## src/rtl/ldl_consts.svh

```systemverilog
// constants for the link debug and loopback control block
`ifndef LDL_CONSTS_SVH
`define LDL_CONSTS_SVH

`define LDL_LB_NONE 2'b00
`define LDL_LB_SERIAL 2'b01
`define LDL_LB_PAR_STITCH 2'b10
`define LDL_LB_PAR_DIRECT 2'b11
`define LDL_REV_NONE 4'h0
`define LDL_REV_W 4
`define LDL_BYTES 4
`define LDL_SYNC_LOCK_CNT 3'h4

`endif

```

## src/rtl/ldl_pkg.sv

```systemverilog
// types for the link debug and loopback control block
package ldl_pkg;
    typedef enum logic [1:0] {
        LDL_SYNC_IDLE = 2'b00,
        LDL_SYNC_SEND = 2'b01
    } ldl_sync_state_t;
endpackage

```

## src/rtl/ldl_link_debug_loopback_ctrl.sv

```systemverilog
// link status reporting, loopback selection and slave sync override
//
// Behaviour
// - rx_cdr_data_lock_out shows the recovery lock onto incoming data, always present.
// - with debug_enable_in high the further status outputs are driven, otherwise zero.
// - rx_cdr_ref_lock_out shows the recovery lock to the reference clock.
// - rx_code_err_out bit n flags an invalid 8b/10b code group in byte n.
// - rx_disp_err_out bit n flags a disparity error in byte n.
// - rx_block_header_error_out flags an invalid 64b/66b sync header.
// - forward select 2'b01 with the serial option loops the PMA serial path.
// - forward 2'b10 loops in parallel with stitching, 2'b11 without it.
// - a non-zero reverse field loops the selected received portions to transmit.
// - unselected portions during reverse loopback carry local transmit content.
// - a slave without transmit force sends no sync characters until its receiver has locked.
// - with transmit force set, a slave sends sync characters before lock.
`timescale 1ns/10ps
`include "ldl_consts.svh"
module ldl_link_debug_loopback_ctrl
    import ldl_pkg::*;
(
    input wire logic clock_in,
    input wire logic rst_in,
    // option straps, fixed per build
    input wire logic debug_enable_in,
    input wire logic serial_lb_option_in,
    input wire logic parallel_lb_option_in,
    input wire logic reverse_lb_option_in,
    // control fields
    input wire logic [1:0] loop_forward_in,
    input wire logic [`LDL_REV_W-1:0] loop_reversed_in,
    input wire logic tx_force_in,
    input wire logic master_role_in,
    // asynchronous transceiver status
    input wire logic pma_data_lock_in,
    input wire logic pma_ref_lock_in,
    input wire logic [`LDL_BYTES-1:0] pma_code_err_in,
    input wire logic [`LDL_BYTES-1:0] pma_disp_err_in,
    input wire logic pma_block_header_error_in,
    // receiver sync-character lock from the framer, same clock
    input wire logic rx_sync_lock_in,
    // status outputs
    output logic rx_cdr_data_lock_out,
    output logic rx_cdr_ref_lock_out,
    output logic [`LDL_BYTES-1:0] rx_code_err_out,
    output logic [`LDL_BYTES-1:0] rx_disp_err_out,
    output logic rx_block_header_error_out,
    // loopback controls toward the datapath
    output logic serial_lb_en_out,
    output logic par_lb_stitch_en_out,
    output logic par_lb_direct_en_out,
    output logic [`LDL_REV_W-1:0] rev_lb_sel_out,
    output logic [`LDL_REV_W-1:0] local_fill_sel_out,
    output logic normal_mode_out,
    output logic tx_sync_enable_out
);

    // ----------------------------------------------------------------
    // status synchronisers
    // ----------------------------------------------------------------
    // every status line is asynchronous, so each group passes two flops
    logic s_data_lock;
    logic s_ref_lock;
    logic [`LDL_BYTES-1:0] s_code_err;
    logic [`LDL_BYTES-1:0] s_disp_err;
    logic s_hdr_err;

    ldl_sync2 #(
        .WIDTH(1)
    ) u_sync_data_lock (
        .clock_in(clock_in),
        .rst_in(rst_in),
        .async_in(pma_data_lock_in),
        .sync_out(s_data_lock)
    );

    ldl_sync2 #(
        .WIDTH(1)
    ) u_sync_ref_lock (
        .clock_in(clock_in),
        .rst_in(rst_in),
        .async_in(pma_ref_lock_in),
        .sync_out(s_ref_lock)
    );

    // per-byte flags may tear by a cycle; they are debug levels, not data
    ldl_sync2 #(
        .WIDTH(`LDL_BYTES)
    ) u_sync_code_err (
        .clock_in(clock_in),
        .rst_in(rst_in),
        .async_in(pma_code_err_in),
        .sync_out(s_code_err)
    );

    ldl_sync2 #(
        .WIDTH(`LDL_BYTES)
    ) u_sync_disp_err (
        .clock_in(clock_in),
        .rst_in(rst_in),
        .async_in(pma_disp_err_in),
        .sync_out(s_disp_err)
    );

    ldl_sync2 #(
        .WIDTH(1)
    ) u_sync_hdr_err (
        .clock_in(clock_in),
        .rst_in(rst_in),
        .async_in(pma_block_header_error_in),
        .sync_out(s_hdr_err)
    );

    // ----------------------------------------------------------------
    // lock indications
    // ----------------------------------------------------------------
    logic data_lock_q;
    logic data_lock_d;
    logic ref_lock_q;
    logic ref_lock_d;

    always_comb begin
        data_lock_d = s_data_lock;
        ref_lock_d = 1'b0;
        // reference lock belongs to the optional debug set
        if (debug_enable_in) begin
            ref_lock_d = s_ref_lock;
        end
    end

    always_ff @(posedge clock_in or posedge rst_in) begin
        if (rst_in) begin
            data_lock_q <= 1'b0;
            ref_lock_q <= 1'b0;
        end else begin
            data_lock_q <= data_lock_d;
            ref_lock_q <= ref_lock_d;
        end
    end

    assign rx_cdr_data_lock_out = data_lock_q;
    assign rx_cdr_ref_lock_out = ref_lock_q;

    // ----------------------------------------------------------------
    // receive error flags
    // ----------------------------------------------------------------
    logic [`LDL_BYTES-1:0] code_err_q;
    logic [`LDL_BYTES-1:0] code_err_d;
    logic [`LDL_BYTES-1:0] disp_err_q;
    logic [`LDL_BYTES-1:0] disp_err_d;
    logic hdr_err_q;
    logic hdr_err_d;

    always_comb begin
        code_err_d = '0;
        disp_err_d = '0;
        hdr_err_d = 1'b0;
        // flags read as zero while the debug option is off
        if (debug_enable_in) begin
            code_err_d = s_code_err;
            disp_err_d = s_disp_err;
            hdr_err_d = s_hdr_err;
        end
    end

    always_ff @(posedge clock_in or posedge rst_in) begin
        if (rst_in) begin
            code_err_q <= '0;
            disp_err_q <= '0;
            hdr_err_q <= 1'b0;
        end else begin
            code_err_q <= code_err_d;
            disp_err_q <= disp_err_d;
            hdr_err_q <= hdr_err_d;
        end
    end

    assign rx_code_err_out = code_err_q;
    assign rx_disp_err_out = disp_err_q;
    assign rx_block_header_error_out = hdr_err_q;

    // ----------------------------------------------------------------
    // forward loopback selection
    // ----------------------------------------------------------------
    logic ser_q;
    logic ser_d;
    logic pst_q;
    logic pst_d;
    logic pdi_q;
    logic pdi_d;

    always_comb begin
        ser_d = 1'b0;
        pst_d = 1'b0;
        pdi_d = 1'b0;
        // a select for an option not built is ignored
        case (loop_forward_in)
            `LDL_LB_SERIAL: ser_d = serial_lb_option_in;
            `LDL_LB_PAR_STITCH: pst_d = parallel_lb_option_in;
            `LDL_LB_PAR_DIRECT: pdi_d = parallel_lb_option_in;
            default: ser_d = 1'b0;
        endcase
    end

    always_ff @(posedge clock_in or posedge rst_in) begin
        if (rst_in) begin
            ser_q <= 1'b0;
            pst_q <= 1'b0;
            pdi_q <= 1'b0;
        end else begin
            ser_q <= ser_d;
            pst_q <= pst_d;
            pdi_q <= pdi_d;
        end
    end

    assign serial_lb_en_out = ser_q;
    assign par_lb_stitch_en_out = pst_q;
    assign par_lb_direct_en_out = pdi_q;

    // ----------------------------------------------------------------
    // reverse loopback selection
    // ----------------------------------------------------------------
    logic [`LDL_REV_W-1:0] rev_q;
    logic [`LDL_REV_W-1:0] rev_d;
    logic [`LDL_REV_W-1:0] fill_q;
    logic [`LDL_REV_W-1:0] fill_d;

    always_comb begin
        rev_d = reverse_lb_option_in ? loop_reversed_in : `LDL_REV_NONE;
        // portions not looped come from local transmit content
        fill_d = ~rev_d;
    end

    always_ff @(posedge clock_in or posedge rst_in) begin
        if (rst_in) begin
            rev_q <= `LDL_REV_NONE;
            fill_q <= {`LDL_REV_W{1'b1}};
        end else begin
            rev_q <= rev_d;
            fill_q <= fill_d;
        end
    end

    assign rev_lb_sel_out = rev_q;
    assign local_fill_sel_out = fill_q;

    // ----------------------------------------------------------------
    // normal operation flag
    // ----------------------------------------------------------------
    logic norm_q;
    logic norm_d;

    always_comb begin
        // judged on next values so the flag moves in step with the paths
        norm_d = !(ser_d || pst_d || pdi_d) && (rev_d == `LDL_REV_NONE);
    end

    always_ff @(posedge clock_in or posedge rst_in) begin
        if (rst_in) begin
            norm_q <= 1'b1;
        end else begin
            norm_q <= norm_d;
        end
    end

    assign normal_mode_out = norm_q;

    // ----------------------------------------------------------------
    // transmit sync-character enable
    // ----------------------------------------------------------------
    ldl_sync_state_t st_q;
    ldl_sync_state_t st_d;
    logic tx_en_q;
    logic tx_en_d;

    // master always transmits; a slave waits for lock unless forced,
    // and falls back to waiting if lock and force are both lost
    always_comb begin
        st_d = st_q;
        case (st_q)
            LDL_SYNC_IDLE: begin
                if (master_role_in || rx_sync_lock_in || tx_force_in) begin
                    st_d = LDL_SYNC_SEND;
                end
            end
            LDL_SYNC_SEND: begin
                if (!master_role_in && !rx_sync_lock_in && !tx_force_in) begin
                    st_d = LDL_SYNC_IDLE;
                end
            end
            default: st_d = LDL_SYNC_IDLE;
        endcase
        tx_en_d = (st_d == LDL_SYNC_SEND);
    end

    always_ff @(posedge clock_in or posedge rst_in) begin
        if (rst_in) begin
            st_q <= LDL_SYNC_IDLE;
            tx_en_q <= 1'b0;
        end else begin
            st_q <= st_d;
            tx_en_q <= tx_en_d;
        end
    end

    assign tx_sync_enable_out = tx_en_q;

endmodule // ldl_link_debug_loopback_ctrl

```

## src/rtl/ldl_sync2.sv

```systemverilog
// two-flop synchroniser for a group of asynchronous levels
`timescale 1ns/10ps
module ldl_sync2 #(
    parameter int WIDTH = 1
) (
    input wire logic clock_in,
    input wire logic rst_in,
    input wire logic [WIDTH-1:0] async_in,
    output logic [WIDTH-1:0] sync_out
);
    // bits are not kept coherent: one may land a cycle before another
    logic [WIDTH-1:0] meta_q;
    logic [WIDTH-1:0] meta_d;
    logic [WIDTH-1:0] sync_q;
    logic [WIDTH-1:0] sync_d;

    always_comb begin
        meta_d = async_in;
        sync_d = meta_q;
    end

    always_ff @(posedge clock_in or posedge rst_in) begin
        if (rst_in) begin
            meta_q <= '0;
            sync_q <= '0;
        end else begin
            meta_q <= meta_d;
            sync_q <= sync_d;
        end
    end

    assign sync_out = sync_q;
endmodule // ldl_sync2

```

## config.mk

```make
export PLATFORM = sky130hd
export DESIGN_NAME = ldl_link_debug_loopback_ctrl
export DESIGN_NICKNAME = d
export VERILOG_FILES = /design/src/rtl/ldl_pkg.sv /design/src/rtl/ldl_link_debug_loopback_ctrl.sv /design/src/rtl/ldl_sync2.sv
export VERILOG_INCLUDE_DIRS = /design/src /design/src/rtl
export SDC_FILE = /design/constraint.sdc
export NUM_CORES = 1
export LEC_CHECK = 0
export BUFFER_PORTS_ARGS = -buffer_cell sky130_fd_sc_hd__buf_2
export CAP_MARGIN = 30
export CORE_MARGIN = 2
export CORE_UTILIZATION = 42
export DETAILED_ROUTE_END_ITERATION = 8
export PLACE_DENSITY = 0.77
export SLEW_MARGIN = 20
export SYNTH_ARGS = -nofsm -noshare
export SYNTH_HDL_FRONTEND = slang
export SYNTH_SLANG_ARGS = --single-unit
```

## constraint.sdc

```tcl
create_clock -name clock_in -period 1.3 [get_ports clock_in]
set_input_delay 0.26 -clock clock_in [delete_from_list [all_inputs] [get_ports clock_in]]
set_output_delay 0.26 -clock clock_in [all_outputs]
set_load 0.05 [all_outputs]
```

# Word-level counts from Yosys, hierarchy flattened
# Cells that the tools add are included.
# op_classes
muxes	11
eq_ne	5
n_reduce_logical	13
bitwise_logic	1
# op_table
operator	count
4-bit two-way mux	3
2-bit by 1-bit equality test with 1-bit output, second input constant	3
1-bit two-way mux	5
2-bit equality test, second input constant	2
1-bit zero test	4
4-bit zero test	1
1-bit logical OR	4
2-bit two-way mux	2
4-bit inverter	1
2-bit one-hot mux with 2 select lines	1
1-bit logical AND	3
2-bit zero test	1
# word_totals
word_cells	53
inputBits	26
ff_bits	48

# Depth between registers and ports, before layout
# Gate-level depths: netlist of the first run.
# depth
ltp_word	6
depth_mapped	2
mapped_depth_nobuf	2

# Hierarchy
# From an unflattened synthesis of the first run, not the netlist that was laid out.
# hier_totals
cells_unflattened	81
hier_area_um2	1350.0
# modules_own_cells
mod	area_each_um2	n_inst	seq_area_each_um2	cells_each
ldl_link_debug_loopback_ctrl	780.7	1	631.9	54
ldl_sync2 (u_sync_code_err ...)	203.9	2	200.2	9
ldl_sync2 (u_sync_data_lock ...)	53.8	3	50.0	3

# Worst setup path before layout of the first run
# No wires, ideal clock.
# synth_timing
path_kind	register -> output
startpoint	register fill_q[0], in the netlist local_fill_sel_out[0]
endpoint	output port local_fill_sel_out[0]
path_stages_with_launch	1
arrival_ns	0.656
path_buffers	0
t_required_ns	1.040
slack_ns	0.384
cell_sequence	dfstp_2
# synth_lines
item	line_no	text
start, declared	ldl_link_debug_loopback_ctrl.sv:225	logic [`LDL_REV_W-1:0] fill_q;
start signal, assigned	ldl_link_debug_loopback_ctrl.sv:237	fill_q <= {`LDL_REV_W{1'b1}};
start signal, assigned	ldl_link_debug_loopback_ctrl.sv:240	fill_q <= fill_d;
end, declared	ldl_link_debug_loopback_ctrl.sv:52	output logic [`LDL_REV_W-1:0] local_fill_sel_out,
# No word-level cell between the ends.

# Final worst setup path of the first run
# layout_timing
startpoint	register fill_q[0], in the netlist local_fill_sel_out[0]
endpoint	output port local_fill_sel_out[0]
# No word-level cell between the ends.

==> results of run 1 <==
==> kinds of logic after synthesis <==
| family | share of synthesized area (%) |
|---|---|
| flip-flops | 88.8 |
| AND/OR/NAND/NOR | 8.55 |
| buffers and inverters | 1.69 |
| AO/OA/AOI/OAI | 0.658 |
| other | 0.282 |
==> synthesized netlist by cell type, drive strengths merged <==
| cell type | number | area share, % |
|---|---|---|
| dfrtp | 42 | 79 |
| and2 | 10 | 4.7 |
| inv | 6 | 1.7 |
| dfstp | 5 | 9.9 |
| nand2 | 5 | 1.4 |
| and3 | 2 | 0.94 |
| nor2 | 2 | 0.56 |
| conb | 1 | 0.28 |
| nand3b | 1 | 0.56 |
| nor3 | 1 | 0.38 |
| o41ai | 1 | 0.66 |
==> cells in the final DEF, fill, tap and decap left out, drive strengths merged <==
| master | instances |
|---|---|
| nor2 | 2 |
| clkinvlp | 1 |
| o41ai | 1 |
| and3 | 2 |
| inv | 5 |
| conb | 1 |
| buf | 50 |
| clkinv | 1 |
| nand3b | 1 |
| and2 | 10 |
| dfstp | 5 |
| dlygate4sd3 | 11 |
| dfrtp | 42 |
| clkbuf | 7 |
| nor3 | 1 |
| nand2 | 5 |
==> stage by stage <==
stage / hold slack (ps) / TNS, ps
5_1_grt: 7.17 / -217
2_1_floorplan: 281 / 0
4_1_cts: 5.00 / -101
6_report: 28.6 / -2.29
3_3_place_gp: 261 / 0
3_5_place_dp: 279 / 0
==> what timing repair did <==
item,CTS,global route
pin swaps,0,0
hold buffers,3,8
hold endpoints to repair,14,8
resized for setup,15,0
setup endpoints to repair,5,5
setup buffers,0,0
==> report_power, final <==
| group | switching [mW] | internal (mW) |
|---|---|---|
| clock network | 0.404 | 0.263 |
| registers | 0.0200 | 1.54 |
| logic | 0.217 | 0.113 |
| total | 0.640 | 1.92 |
==> layout make-up <==
class	count	share of cell area, %
Inverter	6	1.40
Multi-Input combinational cell	23	6.74
Sequential cell	47	63.0
Timing Repair Buffer	61	22.7
Clock inverter	1	0.267
Tap cell	44	2.94
Clock buffer	7	2.94
==> flip-flops by register name, indices dropped and copies added (netlist names), 4 cells and up <==
name and count:
rx_code_err_out 4, u_sync_code_err.sync_out 4, u_sync_disp_err.meta_q 4, rx_disp_err_out 4, rev_lb_sel_out 4, u_sync_disp_err.sync_out 4
u_sync_code_err.meta_q 4, local_fill_sel_out 4
==> worst max path at each step <==
| stage | depth (start not counted) | start | endpoint |
|---|---|---|---|
| finish | 1 | local_fill_sel_out[0] | local_fill_sel_out[0] |
| global route | 1 | local_fill_sel_out[0] | local_fill_sel_out[0] |
| CTS | 1 | local_fill_sel_out[0] | local_fill_sel_out[0] |
| detailed placement | 1 | local_fill_sel_out[0] | local_fill_sel_out[0] |
| global placement | 1 | normal_mode_out | normal_mode_out |
| floorplan | 0 | local_fill_sel_out[0] | local_fill_sel_out[0] |
==> routing by layer <==
layer,part of all wire (%),track usage [%],up-vias
met5,0,0,-
met4,3.1,9.52,0
met3,4.9,4.55,7
met2,57,22.2,25
met1,35,13.2,365
li1,-,-,364
==> results.txt, run 1 <==
Hold Path Cell Cnt: 1
VDD IR max: 0.662 mV
Critical Path, Cell by Cell: buf_8
Final Hold Viols: 0
Fillers: 229
vias in the first global route: 690
post-layout instance area: 0.00188 mm2
IO Port Bufs: 49
clk root buf: clkbuf_4
Synth Register Bits: 47
detailed-route DRC error count: 0
gpl congestion: 0.697
Initial Util: 44.0%
r2r setup slk: 660 ps
CTS tree: yes
Die Area: 0.00364 mm2
Congestion Overflow GR: 0
Post-Syn Nets: 102
per-cell routed wire length: 11.1 um
R2R depth: 1
All-Layer GR Usage: 13.1%
Util after Layout: 61.9%
maxcap violations: 0
via count: 761
Critical Path Max Stage Delay: 560 ps
crit path max fanout: 1
Period minus WS final: 1300 ps
Layout Cells excl Fill: 189
Chip Height: 60.3 um
Buffers & Inverters on Critical Path: 1
WL final: 2.10 mm
synth unique cells: 11
Slowest cell on crit path: dfstp_2
H-tree depth: 2
fraction of layout cells with a size suffix above 1: 43.4%
final worst slack: -1.14 ps
cell count after synthesis: 76
CP Launch Type: flop
Layout Nets: 170
CP arrival: 1040 ps
register area: 0.00118 mm2
antenna violations before repair: 0
status: complete, but fails checks
fmax: 769 MHz
synthesized area: 0.00133 mm2
CP delay by family, top: flip-flops
Syn-to-layout area delta: 40.9%
sequential share of the synthesized area: 88.8%
failing checks: setup timing
reg2reg end: rx_code_err_out[1]
detailed placement HPWL: 1.46 mm
Critical Setup Path Class: flop to output port
core area: 0.00303 mm2
Hold EP: u_sync_code_err.meta_q[1]
Pwr Total: 2.56 mW
placed cell count: 170
Die X: 60.3 um
I/O pins: 50
first-pass GRT wire length: 3.16 mm
Worst-path clk slew: 110 ps
Sink Count: 47
Final Setup Violations: 3
post-route clock period utilization: 100%
Leak Pwr: 0.981 nW
YS warnings: 0
min-delay src: pma_code_err_in[1]
drt first pass iters: 3
num rows: 20
# diodes: 0
vias per cell: 4.03
Clock Tree Buf Depth: 2
Cell Pwr Density: 1360 mW/mm2
Worst setup EP type: output port
worst flop-to-flop path startpoint: u_sync_code_err.sync_out[1]
Final Max Tran Viols: 0
HP Class: input port to flop
Synth Area per Inst: 17.5 um2
ANT nets after route: 0
Final Skew: 7.79 ps
CP required: 1040 ps
Placement Cell Area: 0.00166 mm2
largest net degree at the start of global routing: 31
multi-input gate area in the final layout: 126 um2
Starting DRT DRC Count: 16
clock latency on the worst-skew pair: 350 ps
cts bufs inserted: 5
RSZ-0062 raised after global routing: yes
DP Worst Slack: 281 ps
Note: power is estimated with default switching activity, not from simulation.
==> run 2: changes to the inputs <==
Settings changed: ABC_AREA from default to 1, CORE_UTILIZATION 42 to 45, CTS_BUF_LIST from default to sky130_fd_sc_hd__clkbuf_4 sky130_fd_sc_hd__clkbuf_8, PLACE_DENSITY 0.77 to 0.81.
==> results.txt, run 2 <==
CP delay by family, top: flip-flops
largest net degree at the start of global routing: 19 (-39%)
Post-Syn Nets: 117 (+15%)
gpl congestion: 0.678 (-2.7%)
largest area contributor in the netlist: dfrtp_1
multi-input gate area in the final layout: 124 um2 (-2.0%)
detailed placement HPWL: 1.50 mm (+2.8%)
Period minus WS final: 1310 ps (+4.94 ps)
vias per cell: 4.37 (+8.5%)
Critical Setup Path Class: flop to output port
Clock Tree Buf Depth: 2 (unchanged)
Main synth FF type: dfrtp_1
Layout Cells excl Fill: 193 (+2.1%)
ANT nets after route: 0 (unchanged)
Synth Area per Inst: 15.2 um2 (-14%)
placed cell count: 174 (+2.4%)
Synth Register Bits: 47 (unchanged)
Final Hold Viols: 0 (unchanged)
via count: 843 (+11%)
Congestion Overflow GR: 0 (unchanged)
post-route clock period utilization: 100% (+0.38 points)
Worst setup EP type: output port
Util after Layout: 64.4% (+2.5 points)
Synth area leaders: dfrtp_1 76%, dfstp_2 9.5%, inv_1 4.9%
Initial Util: 46.3% (+2.3 points)
Pwr Total: 2.56 mW (+0.30%)
Critical Path Max Stage Delay: 560 ps (about the same)
YS warnings: 0 (unchanged)
I/O pins: 50 (unchanged)
detailed-route DRC error count: 0 (unchanged)
failing checks: setup timing
Die Area: 0.00352 mm2 (-3.1%)
Fillers: 223 (-2.6%)
Yosys top cell area share: 76.2% (-2.7 points)
total negative slack: -17.5 ps (-15.2 ps)
Cell Pwr Density: 1340 mW/mm2 (-1.9%)
Buffers & Inverters on Critical Path: 1 (unchanged)
Post-synth EDFFs: 0 (unchanged)
status: complete, but fails checks
Hold WS: 22.1 ps (-6.41 ps)
H-tree depth: 2 (unchanged)
fraction of registers with async set/reset: 100% (unchanged)
commonest non-fill, non-tap cells in the layout: 44 x buf_2, 42 x dfrtp_1, 17 x inv_1
CP Launch Type: flop
per-cell routed wire length: 11.5 um (+4.1%)
antenna violations before repair: 0 (unchanged)
clock latency on the worst-skew pair: 350 ps (about the same)
cell count after synthesis: 91 (+20%)
Final Skew: 4.74 ps (-3.05 ps)
synth unique cells: 13 (+2)
crit path max fanout: 1 (unchanged)
DP Worst Slack: 285 ps (+3.96 ps)
Die X: 59.4 um (-1.6%)
Layout Nets: 185 (+8.8%)
core area: 0.00298 mm2 (-1.7%)
setup bufs post-CTS: 0 (unchanged)
HP Class: input port to flop
VDD IR max: 0.912 mV (+38%)
fmax: 766 MHz (-0.38%)
final worst slack: -6.08 ps (-4.94 ps)
Slowest cell on crit path: dfstp_2
Chip Height: 59.4 um (-1.6%)
# diodes: 0 (unchanged)
maxcap violations: 0 (unchanged)
vias in the first global route: 857 (+24%)
Leak Pwr: 1.08 nW (+10%)
CP required: 1040 ps (about the same)
WL final: 2.23 mm (+6.3%)
Placement Cell Area: 0.00170 mm2 (+2.9%)
first-pass GRT wire length: 3.40 mm (+7.6%)
drt first pass iters: 4 (+1)
All-Layer GR Usage: 14.3% (+1.3 points)
num rows: 20 (unchanged)
Sink Count: 47 (unchanged)
Starting DRT DRC Count: 9 (-7)
post-layout instance area: 0.00192 mm2 (+2.3%)
Final Setup Violations: 4 (+1)
synthesized area: 0.00138 mm2 (+3.6%)
commonest cells in the netlist: 42 x dfrtp_1, 18 x inv_1, 14 x nand2_1
sequential share of the synthesized area: 85.8% (-3.1 points)
clk root buf: clkbuf_4
fraction of layout cells with a size suffix above 1: 43.8% (+0.30 points)
register area: 0.00118 mm2 (unchanged)
IO Port Bufs: 49 (unchanged)
cts bufs inserted: 5 (unchanged)
Syn-to-layout area delta: 39.1%
RSZ-0062 raised after global routing: yes
Critical Path, Cell by Cell: buf_8
CTS tree: yes
Final Max Tran Viols: 0 (unchanged)
CP arrival: 1050 ps (about the same)
Worst-path clk slew: 120 ps (about the same)
count leader, synth: dfrtp_1
most common cell after layout, fill and taps aside: buf_2
[run 2: final cells by class]
class	instances	share of cell area (%)
clock inverters	1	0.261
clock buffers	7	2.74
inverters	18	3.72
repair buffers	62	23.0
well taps	33	2.15
multi-input cells	25	6.46
flip-flops and latches	47	61.6
[run 2: logic make-up after synthesis]
logic type / Yosys count / synth area share (%)
other cells: 1 / 0.272
flops: 47 / 85.8
compound gates: 1 / 0.363
buf+inv: 19 / 5.26
simple gates: 23 / 8.35
[run 2: timing repair]
action                     4_1_cts  5_1_grt
hold endpoints to repair        17        6
setup endpoints to repair        5        5
resized for setup               14        0
hold buffers                     5        6
[run 2: power breakdown]
group          switching (mW)  internal, mW  leakage (nW)
sequential             0.0203          1.54         0.565
clock                   0.400         0.253        0.0361
combinational           0.232         0.118         0.479
total                   0.653          1.91          1.08
[run 2: worst paths after layout]
kind / start / endpoint / slack (ps) / cells past startpoint
max in group asynchronous: rst_in / normal_mode_out / 380 / 4
worst min register to register: u_sync_disp_err.meta_q[3] / u_sync_disp_err.sync_out[3] / 360 / 0
min in group asynchronous: rst_in / u_sync_code_err.meta_q[1] / 460 / 3
worst max register to register: u_sync_code_err.sync_out[2] / rx_code_err_out[2] / 720 / 2
worst min-delay path: pma_data_lock_in / u_sync_data_lock.meta_q / 20 / 1
worst max-delay path: local_fill_sel_out[0] / local_fill_sel_out[0] / -6 / 1
[run 2: metal layers]
metal  track usage (%)  up-vias  wire length (um)
li1                  -      393                 -
met1              12.7      401               767
met2              24.8       42              1190
met3              6.55        7               212
met4              10.7        0                63
met5                 0        -                 0
==> run 3: changes to the inputs <==
Settings changed: ABC_AREA 1 to 0, CORE_UTILIZATION 45 to 44, PLACE_DENSITY 0.81 to 0.8.
==> results.txt, run 3 (synthesis results as in run 1) <==
status: complete, but fails checks
failing checks: setup timing
setup bufs post-CTS: 0 (unchanged)
Final Setup Violations: 3 (-1)
clk root buf: clkbuf_4
vias per cell: 4.37 (about the same)
Final Hold Viols: 0 (unchanged)
drt first pass iters: 2 (-2)
per-cell routed wire length: 11.5 um (-0.62%)
Clock Tree Buf Depth: 2 (unchanged)
Period minus WS final: 1310 ps (+0.619 ps)
clock latency on the worst-skew pair: 340 ps (about the same)
fraction of layout cells with a size suffix above 1: 44.2% (+0.47 points)
All-Layer GR Usage: 13.7% (-0.67 points)
largest net degree at the start of global routing: 31 (+12)
Final Skew: 7.46 ps (+2.72 ps)
Fillers: 201 (-9.9%)
HP Class: input port to flop
Logic pwr share: 12.6% (-1.0 points)
CTS tree: yes
ANT nets after route: 0 (unchanged)
Layout Nets: 172 (-7.0%)
maxcap violations: 0 (unchanged)
commonest non-fill, non-tap cells in the layout: 44 x buf_2, 42 x dfrtp_1, 12 x dlygate4sd3_1
Int Pwr: 1.97 mW (+3.1%)
IO Port Bufs: 49 (unchanged)
H-tree depth: 2 (unchanged)
Final Max Tran Viols: 0 (unchanged)
CP required: 1040 ps (about the same)
Cell Pwr Density: 1390 mW/mm2 (+4.3%)
Critical Path Max Stage Delay: 560 ps (about the same)
detailed-route DRC error count: 0 (unchanged)
post-layout instance area: 0.00188 mm2 (-2.2%)
Initial Util: 47.5% (+1.2 points)
Buffers & Inverters on Critical Path: 1 (unchanged)
cts bufs inserted: 5 (unchanged)
DP Worst Slack: 278 ps (-6.92 ps)
core area: 0.00281 mm2 (-5.8%)
num rows: 19 (-5.0%)
crit path max fanout: 1 (unchanged)
Seq pwr share: 59.7% (-1.2 points)
vias in the first global route: 767 (-11%)
RSZ-0062 raised after global routing: yes
detailed placement HPWL: 1.46 mm (-2.5%)
CP delay by family, top: flip-flops
final worst slack: -6.70 ps (-0.619 ps)
first-pass GRT wire length: 3.17 mm (-6.9%)
gpl congestion: 0.698 (+2.9%)
I/O pins: 50 (unchanged)
sw power: 0.646 mW (-1.0%)
Starting DRT DRC Count: 5 (-4)
antenna violations before repair: 0 (unchanged)
Die X: 59.0 um (-0.59%)
Worst-path clk slew: 120 ps (about the same)
total negative slack: -11.8 ps (+5.73 ps)
most common cell after layout, fill and taps aside: buf_2
Chip Height: 59.0 um (-0.59%)
post-route clock period utilization: 101% (about the same)
Die Area: 0.00348 mm2 (-1.2%)
Sink Count: 47 (unchanged)
clock power share: 27.8% (+2.3 points)
via count: 777 (-7.8%)
Critical Setup Path Class: flop to output port
Slowest cell on crit path: dfstp_2
# diodes: 0 (unchanged)
Net Sw Frac: 24.7% (-0.76 points)
CP Launch Type: flop
Worst setup EP type: output port
Congestion Overflow GR: 0 (unchanged)
Leak Pwr: 0.988 nW (-8.5%)
fmax: 765 MHz (about the same)
CP arrival: 1050 ps (about the same)
Critical Path, Cell by Cell: buf_8
WL final: 2.04 mm (-8.3%)
VDD IR max: 1.06 mV (+16%)
Placement Cell Area: 0.00163 mm2 (-4.1%)
Syn-to-layout area delta: 41.0%
-- run 3: worst paths after layout --
path	cells past startpoint	endpoint	slack (ps)	start
min in group asynchronous	4	rev_lb_sel_out[3]	490	rst_in
max reg2reg	1	rx_disp_err_out[3]	670	u_sync_disp_err.sync_out[3]
max	1	normal_mode_out	-7	normal_mode_out
min reg2reg	0	u_sync_ref_lock.sync_out	350	u_sync_ref_lock.meta_q
max in group asynchronous	4	u_sync_disp_err.meta_q[0]	510	rst_in
min	2	local_fill_sel_out[1]	60	loop_reversed_in[1]
-- run 3: layout make-up --
class,count,area [um2],area share [%]
well taps,31,38.8,2.07
inverters,6,26.3,1.40
flip-flops and latches,47,1180,63.0
clock buffers,7,65.1,3.47
clock inverters,1,7.51,0.400
repair buffers,63,430,22.9
multi-input cells,23,126,6.73
-- run 3: metrics by stage --
stage          total power, mW  utilization [%]  cells  hold slack (ps)
2_1_floorplan             1.77                -     76              281
6_report                  2.62             66.9    178             59.6
3_3_place_gp              1.86             58.3    158              302
4_1_cts                   2.66             66.5    177             10.2
5_1_grt                   2.74             66.9    178             16.8
3_5_place_dp              1.87             58.3    158              322
-- run 3: timing repair --
item                                    in CTS  in global routing
resized for setup                           15                  0
hold buffers                                11                  1
endpoints found under the setup margin       5                  5
hold endpoints to repair                    49                  1
-- run 3: power groups by stage --
stage               Combinational [mW]  Sequential, mW  Clock (mW)
floorplan                       0.0459            1.73           0
global placement                 0.279            1.58           0
detailed placement               0.287            1.59           0
CTS                              0.330            1.56       0.764
global route                     0.351            1.57       0.820
finish                           0.329            1.56       0.727
-- run 3: routing by layer --
layer / vias to the layer above / GRT usage (%) / wire (um)
li1: 370 / - / -
met1: 367 / 13.4 / 712
met2: 36 / 22.2 / 1070
met3: 4 / 8.08 / 205
met4: 0 / 7.79 / 55
met5: - / 0 / 0
